[src/verilog/bops_defines.vh]
/*
 * register map, field positions, reset values and operation codes of the
 * blit operation and address setup block.
 * assumes: included by bare name; byte addresses are four times the index.
 */
`ifndef BOPS_DEFINES_VH
`define BOPS_DEFINES_VH

// register indices as printed; byte address is index times four
`define BOPS_IDX_OPSEL     12'h103
`define BOPS_IDX_SRC_LO    12'h104
`define BOPS_IDX_SRC_MID   12'h105
`define BOPS_IDX_SRC_HI    12'h106
`define BOPS_IDX_DST_LO    12'h108
`define BOPS_IDX_DST_MID   12'h109
`define BOPS_IDX_DST_HI    12'h10A
`define BOPS_IDX_CFG       12'h10E
`define BOPS_IDX_STATUS    12'h10F

// config register fields
`define BOPS_CFG_BPP16_BIT   0
`define BOPS_CFG_CPUSRC_BIT  1

// reset values
`define BOPS_RST_BYTE      8'h00
`define BOPS_RST_OP        4'hF

// operation codes
`define BOPS_OP_WRITE_ROP    4'h0
`define BOPS_OP_READ         4'h1
`define BOPS_OP_MOVE_FWD     4'h2
`define BOPS_OP_MOVE_BWD     4'h3
`define BOPS_OP_TWRITE       4'h4
`define BOPS_OP_TMOVE_FWD    4'h5
`define BOPS_OP_PFILL_ROP    4'h6
`define BOPS_OP_PFILL_TRANS  4'h7
`define BOPS_OP_CEXP         4'h8
`define BOPS_OP_CEXP_TRANS   4'h9
`define BOPS_OP_MCEXP        4'hA
`define BOPS_OP_MCEXP_TRANS  4'hB
`define BOPS_OP_SOLID        4'hC

`endif

[src/verilog/bops_setup.v]
/*
 * blit operation and address setup: apb register slave holding the operation
 * selector, source and destination start addresses, plus decoded operation
 * class flags and the pattern-fill split of the source address.
 * assumes: a single clock, apb master per amba apb protocol, blit datapath
 * downstream consumes the decoded outputs.
 */
// Added by the designer: the APB slave port.
`timescale 1ns/100ps
`include "bops_defines.vh"

module bops_setup #(
   parameter ADDR_W = 12
) (
   input  wire              clk_i,
   input  wire              rst_i,
   input  wire              psel_i,
   input  wire              penable_i,
   input  wire              pwrite_i,
   input  wire [ADDR_W-1:0] paddr_i,
   input  wire [31:0]       pwdata_i,
   output reg  [31:0]       prdata_o,
   output reg               pready_o,
   output reg               pslverr_o,
   output reg  [3:0]        op_code_o,
   output reg               op_valid_o,
   output reg               op_uses_rop_o,
   output reg               op_transparent_o,
   output reg               op_pattern_o,
   output reg               op_color_expand_o,
   output reg               op_move_o,
   output reg               op_backward_o,
   output reg               op_read_o,
   output reg               op_solid_o,
   output reg               op_host_source_o,
   output reg  [20:0]       src_addr_o,
   output reg  [20:0]       dst_addr_o,
   output reg               dst_bottom_right_o,
   output reg  [20:0]       pat_base_o,
   output reg  [2:0]        pat_line_o,
   output reg  [3:0]        pat_pixel_o,
   output reg               byte_align_o
);

   reg [3:0]  op_ff;
   reg [7:0]  src_lo_ff;
   reg [7:0]  src_mid_ff;
   reg [4:0]  src_hi_ff;
   reg [7:0]  dst_lo_ff;
   reg [7:0]  dst_mid_ff;
   reg [4:0]  dst_hi_ff;
   reg [1:0]  cfg_ff;

   wire [9:0]  idx;
   wire        addr_ok;
   wire        access;
   wire        wr_en;
   wire [20:0] src_addr;
   wire [20:0] dst_addr;
   reg  [31:0] nxt_rdata;
   reg  [9:0]  flags;

   // operation class decode: valid, rop, trans, pattern, cexp, move, bwd, read, solid, host
   function [9:0] op_decode;
      input [3:0] op;
      begin
         case (op)
            `BOPS_OP_WRITE_ROP:   op_decode = 10'b1100000001;
            `BOPS_OP_READ:        op_decode = 10'b1000000100;
            `BOPS_OP_MOVE_FWD:    op_decode = 10'b1100010000;
            `BOPS_OP_MOVE_BWD:    op_decode = 10'b1100011000;
            `BOPS_OP_TWRITE:      op_decode = 10'b1010000001;
            `BOPS_OP_TMOVE_FWD:   op_decode = 10'b1010010000;
            `BOPS_OP_PFILL_ROP:   op_decode = 10'b1101000000;
            `BOPS_OP_PFILL_TRANS: op_decode = 10'b1011000000;
            `BOPS_OP_CEXP:        op_decode = 10'b1000100001;
            `BOPS_OP_CEXP_TRANS:  op_decode = 10'b1010100001;
            `BOPS_OP_MCEXP:       op_decode = 10'b1000110000;
            `BOPS_OP_MCEXP_TRANS: op_decode = 10'b1010110000;
            `BOPS_OP_SOLID:       op_decode = 10'b1000000010;
            default:              op_decode = 10'b0000000000;
         endcase
      end
   endfunction

   // word index from byte address
   assign idx     = paddr_i[11:2];
   assign addr_ok = (paddr_i[1:0] == 2'b00) &&
                    ((idx == `BOPS_IDX_OPSEL)  || (idx == `BOPS_IDX_SRC_LO) ||
                     (idx == `BOPS_IDX_SRC_MID) || (idx == `BOPS_IDX_SRC_HI) ||
                     (idx == `BOPS_IDX_DST_LO) || (idx == `BOPS_IDX_DST_MID) ||
                     (idx == `BOPS_IDX_DST_HI) || (idx == `BOPS_IDX_CFG) ||
                     (idx == `BOPS_IDX_STATUS));
   // access phase completes on the cycle pready_o is high
   assign access  = psel_i && penable_i && pready_o;
   assign wr_en   = access && pwrite_i && addr_ok;

   assign src_addr = {src_hi_ff, src_mid_ff, src_lo_ff};
   assign dst_addr = {dst_hi_ff, dst_mid_ff, dst_lo_ff};

   always @* begin
      flags = op_decode(op_ff);
   end

   // register write path
   always @(posedge clk_i or posedge rst_i) begin
      if (rst_i) begin
         op_ff      <= `BOPS_RST_OP;
         src_lo_ff  <= `BOPS_RST_BYTE;
         src_mid_ff <= `BOPS_RST_BYTE;
         src_hi_ff  <= 5'h00;
         dst_lo_ff  <= `BOPS_RST_BYTE;
         dst_mid_ff <= `BOPS_RST_BYTE;
         dst_hi_ff  <= 5'h00;
         cfg_ff     <= 2'h0;
      end else if (wr_en) begin
         case (idx)
            `BOPS_IDX_OPSEL:   op_ff      <= pwdata_i[3:0];
            `BOPS_IDX_SRC_LO:  src_lo_ff  <= pwdata_i[7:0];
            `BOPS_IDX_SRC_MID: src_mid_ff <= pwdata_i[7:0];
            `BOPS_IDX_SRC_HI:  src_hi_ff  <= pwdata_i[4:0];
            `BOPS_IDX_DST_LO:  dst_lo_ff  <= pwdata_i[7:0];
            `BOPS_IDX_DST_MID: dst_mid_ff <= pwdata_i[7:0];
            `BOPS_IDX_DST_HI:  dst_hi_ff  <= pwdata_i[4:0];
            `BOPS_IDX_CFG:     cfg_ff     <= pwdata_i[1:0];
            default:           cfg_ff     <= cfg_ff;
         endcase
      end
   end

   // read mux
   always @* begin
      nxt_rdata = 32'h00000000;
      case (idx)
         `BOPS_IDX_OPSEL:   nxt_rdata = {28'h0000000, op_ff};
         `BOPS_IDX_SRC_LO:  nxt_rdata = {24'h000000, src_lo_ff};
         `BOPS_IDX_SRC_MID: nxt_rdata = {24'h000000, src_mid_ff};
         `BOPS_IDX_SRC_HI:  nxt_rdata = {27'h0000000, src_hi_ff};
         `BOPS_IDX_DST_LO:  nxt_rdata = {24'h000000, dst_lo_ff};
         `BOPS_IDX_DST_MID: nxt_rdata = {24'h000000, dst_mid_ff};
         `BOPS_IDX_DST_HI:  nxt_rdata = {27'h0000000, dst_hi_ff};
         `BOPS_IDX_CFG:     nxt_rdata = {30'h00000000, cfg_ff};
         `BOPS_IDX_STATUS:  nxt_rdata = {22'h000000, flags};
         default:           nxt_rdata = 32'h00000000;
      endcase
   end

   // apb handshake: one wait state, answer in the second access cycle
   always @(posedge clk_i or posedge rst_i) begin
      if (rst_i) begin
         pready_o  <= 1'b0;
         prdata_o  <= 32'h00000000;
         pslverr_o <= 1'b0;
      end else begin
         pready_o  <= psel_i && penable_i && !pready_o;
         pslverr_o <= psel_i && penable_i && !pready_o && !addr_ok;
         if (psel_i && penable_i && !pready_o && !pwrite_i && addr_ok) begin
            prdata_o <= nxt_rdata;
         end else if (pready_o) begin
            prdata_o <= 32'h00000000;
         end
      end
   end

   // decoded outputs toward the blit datapath
   always @(posedge clk_i or posedge rst_i) begin
      if (rst_i) begin
         op_code_o          <= `BOPS_RST_OP;
         op_valid_o         <= 1'b0;
         op_uses_rop_o      <= 1'b0;
         op_transparent_o   <= 1'b0;
         op_pattern_o       <= 1'b0;
         op_color_expand_o  <= 1'b0;
         op_move_o          <= 1'b0;
         op_backward_o      <= 1'b0;
         op_read_o          <= 1'b0;
         op_solid_o         <= 1'b0;
         op_host_source_o   <= 1'b0;
         src_addr_o         <= 21'h000000;
         dst_addr_o         <= 21'h000000;
         dst_bottom_right_o <= 1'b0;
         pat_base_o         <= 21'h000000;
         pat_line_o         <= 3'h0;
         pat_pixel_o        <= 4'h0;
         byte_align_o       <= 1'b0;
      end else begin
         op_code_o          <= op_ff;
         op_valid_o         <= flags[9];
         op_uses_rop_o      <= flags[8];
         op_transparent_o   <= flags[7];
         op_pattern_o       <= flags[6];
         op_color_expand_o  <= flags[5];
         op_move_o          <= flags[4];
         op_backward_o      <= flags[3];
         op_read_o          <= flags[2];
         op_solid_o         <= flags[1];
         op_host_source_o   <= flags[0] && cfg_ff[`BOPS_CFG_CPUSRC_BIT];
         dst_addr_o         <= dst_addr;
         dst_bottom_right_o <= flags[3];
         if (flags[0] && cfg_ff[`BOPS_CFG_CPUSRC_BIT]) begin
            src_addr_o <= {20'h00000, src_addr[0]};
         end else begin
            src_addr_o <= src_addr;
         end
         byte_align_o       <= src_addr[0];
         if (cfg_ff[`BOPS_CFG_BPP16_BIT]) begin
            pat_base_o  <= {src_addr[20:7], 7'h00};
            pat_line_o  <= src_addr[6:4];
            pat_pixel_o <= src_addr[3:0];
         end else begin
            pat_base_o  <= {src_addr[20:6], 6'h00};
            pat_line_o  <= src_addr[5:3];
            pat_pixel_o <= {1'b0, src_addr[2:0]};
         end
      end
   end

endmodule // bops_setup

[config.mk]
export PLATFORM = sky130hd
export DESIGN_NAME = bops_setup
export DESIGN_NICKNAME = d
export VERILOG_FILES = /design/src/verilog/bops_setup.v
export VERILOG_INCLUDE_DIRS = /design/src /design/src/verilog
export SDC_FILE = /design/constraint.sdc
export NUM_CORES = 1
export LEC_CHECK = 0
export ABC_AREA = 1
export BUFFER_PORTS_ARGS = -buffer_cell sky130_fd_sc_hd__buf_2
export CORE_MARGIN = 1
export CORE_UTILIZATION = 51
export DETAILED_ROUTE_END_ITERATION = 7
export PLACE_DENSITY_LB_ADDON = 0.05
export SYNTH_ARGS = -nofsm -noshare
export SYNTH_HDL_FRONTEND = slang
export SYNTH_SLANG_ARGS = --single-unit
export TNS_END_PERCENT = 100
[constraint.sdc]
create_clock -name clk_i -period 4.7 [get_ports clk_i]
set_input_delay 0.47 -clock clk_i [delete_from_list [all_inputs] [get_ports clk_i]]
set_output_delay 0.47 -clock clk_i [all_outputs]
set_load 0.005 [all_outputs]
==> out/qor.yml <==
status: "finished, final reports clean"
routed_wl_um: 14200
path_cells: "buf_2 -> nor2_1 -> nand2_1 -> inv_2 -> nand3_2 -> nand2_1 -> nor2_1 -> nand2_2 -> nand3_4 -> nor2_2 -> nand2_1 -> nand2_1"
peakVddDrop_mv: 0.211
h-tree-depth: 4
avgSynthCellArea_um2: 9.17
stdcell_count: 876
gp_congestion: 0.901
synth_top_area_frac: 0.587
min-delay-path-class: "in2reg"
relSlewSlack: 0.489
synth-edff-count: 0
first_iter_violations: 284
drc: 0
routed-via-count: 4278
setup_viol: 0
arrival_ns: 2.46
syn-instance-count: 600
post_synth_num_cell_types: 29
critPathCaptureType: "flop"
antenna_found_initial: 0
yosysMostFrequentCell: "nand2_1"
post_cts_resized: 0
fin_skew_ns: 0.00879
cts_tree: "built"
timing.final.hold_violations: 0
cpMostUsedCell: "nand2_1"
synth_fa_ha_area_frac: 0
io_buffers: 116
grt_setup_unrepaired: "no"
r2r_start: "op_decode.op[0]"
num_io_pins: 169
std_cell_rows: 37
period_share: 0.425
yosysWarnings: 0
num-nets-final: 776
cts.sink_count: 137
hpwl_um: 10000
period_needed_ns: 2.00
root_buffer: "clkbuf_8"
p_leak_nw: 3.90
grt_pass1_wl_um: 22300
viasPerCell: 4.88
yosysTopAreaCell: "dfrtp_1"
cts_made_buffers: 17
drive_gt1_frac: 0.249
die_h_um: 106
cts.clk_slew.worst_paths_ns: 0.06
ys_seq_elements: 137
cpPeakStageDelay_ns: 0.35
cp_top_family: "simple AND/OR/NAND/NOR gates"
fmax_mhz: 500
drv_slew: 0
grt_max_degree: 63
clockBufferDepth: 2
synth_mux_area_frac: 0
netlist_top_cells_area: "dfrtp_1 (59%), nand2_1 (15%), buf_4 (4.4%), nor2_1 (4.4%), dfstp_2 (3.8%)"
die-area_um2: 11200
worstPathMaxFanout: 11
dr.pass1.iters: 5
antenna_left: 0
first_global_vias: 4100
netlist_area_um2: 5500
cp-start-kind: "input port"
critPathLaunch: "paddr_i[7]"
synth-simple-area-share: 0.257
fp.dieW_um: 106
crit_type: "in2reg"
routedWlPerCell_um: 16.2
slowest_stage: "nor2_2"
cap_violations: 0
cp.buffers_inverters: 2
worstPathRequired_ns: 5.16
synth_common_cells: "nand2_1 (219), dfrtp_1 (129), nor2_1 (64)"
min-delay-start: "penable_i"
yosysSeqAreaShare: 0.625
insertedDiodeCount: 0
placed_cells: 843
tightestPinTransition_ns: 0.766
synth_compound_area_frac: 0.0246
final.setup.tns_ns: 0
core_region_area_um2: 10400
track_usage: 0.274
synth_xor_area_frac: 0
grt-ovfl-total: 0
synthArstFlopShare: 1.00
syn_to_final_growth_pct: 23.1
clk_latency_ns: 0.53
power_density_nw_per_um2: 398
synth_top_family_by_area: "simple AND/OR/NAND/NOR gates"
synth_ff_type: "dfrtp_1"
start_util: 0.530
worst min-delay path, stage by stage:
cell and delay (ns):
buf_2 0.09, nand2_1 0.09, nor2_1 0.07
cell type report:
| type | instances | area [µm²] |
|---|---|---|
| inverter | 60 | 228 |
| clock inverter | 11 | 195 |
| clock buffer | 21 | 449 |
| tap | 136 | 170 |
| fill | 876 | 3600 |
| multi-input combinational | 389 | 1660 |
| timing repair buffer | 122 | 628 |
| sequential | 137 | 3440 |
report_power, final:
group          switching, mW  total [mW]  internal, mW
Combinational         0.0579      0.0714        0.0135
Clock                  0.498        1.44         0.944
Sequential          0.000425        1.18          1.18
logic make-up after synthesis:
group,count (synthesis)
AND/OR/NAND/NOR,335
flip-flops,137
buffers and inverters,101
AO/OA/AOI/OAI,26
other,1
layer usage:
| layer | global-route usage | share of wire |
|---|---|---|
| met1 | 0.394 | 0.46 |
| met2 | 0.419 | 0.47 |
| met3 | 0.0637 | 0.052 |
| met4 | 0.0734 | 0.017 |
| met5 | 0 | 0 |
flip-flops by register name, indices dropped and copies added, names as in the netlist, 2 cells and up:
name / count
dst_hi_ff: 5
pat_line_o: 3
src_hi_ff: 5
cfg_ff: 2
dst_lo_ff: 8
pat_pixel_o: 4
src_lo_ff: 8
src_addr_o: 20
src_mid_ff: 8
op_code_o: 4
op_decode.op: 4
prdata_o: 10
pat_base_o: 15
dst_addr_o: 21
dst_mid_ff: 8
stage by stage:
stage / util / hold WS, ns / power (mW) / worst slack (ns) / cell area [µm²]
floorplan: - / 0.353 / 1.26 / 0.575 / 5600
global placement: 0.590 / 0.380 / 1.27 / 2.23 / 6110
detailed placement: 0.590 / 0.384 / 1.27 / 2.17 / 6110
CTS: 0.653 / 0.226 / 2.71 / 2.73 / 6770
global route: 0.653 / 0.247 / 2.76 / 2.51 / 6770
finish: 0.653 / 0.249 / 2.69 / 2.70 / 6770
cell usage in the layout, fill, tap and decap left out, types with 3 or more instances in the layout:
cell | netlist | routed
buf_2 | 1 | 116
nor3_1 | 4 | 4
nand4_1 | 5 | 5
inv_1 | 54 | 53
a21oi_1 | 7 | 7
clkbuf_8 | 0 | 3
dfrtp_1 | 129 | 129
nor2_2 | 7 | 7
o21ai_0 | 14 | 14
nand3_2 | 4 | 4
conb_1 | 1 | 28
bufinv_16 | 0 | 5
clkbuf_16 | 0 | 16
nand2_1 | 219 | 219
inv_2 | 4 | 4
buf_4 | 32 | 5
clkinvlp_4 | 0 | 3
nand4_2 | 4 | 4
dfstp_2 | 8 | 8
nand3_1 | 21 | 21
nor2_1 | 64 | 64
path summary, 6_finish.rpt:
kind	end	slack [ns]	cells after the start
setup / recovery	src_mid_ff[3]	2.70	12
hold / removal	pready_o	0.25	3
setup reg to reg	prdata_o[3]	2.83	8
hold reg to reg	op_code_o[1]	0.39	0
max in group asynchronous	dst_mid_ff[5]	3.31	4
min in group asynchronous	op_host_source_o	0.40	3
what timing repair did:
item | CTS | global route
hold buffers | 1 | 0
hold endpoints to repair | 13 | 0
setup buffers | 0 | 0
endpoints found under the setup margin | 0 | 0
(Power assumes the default switching activity.)
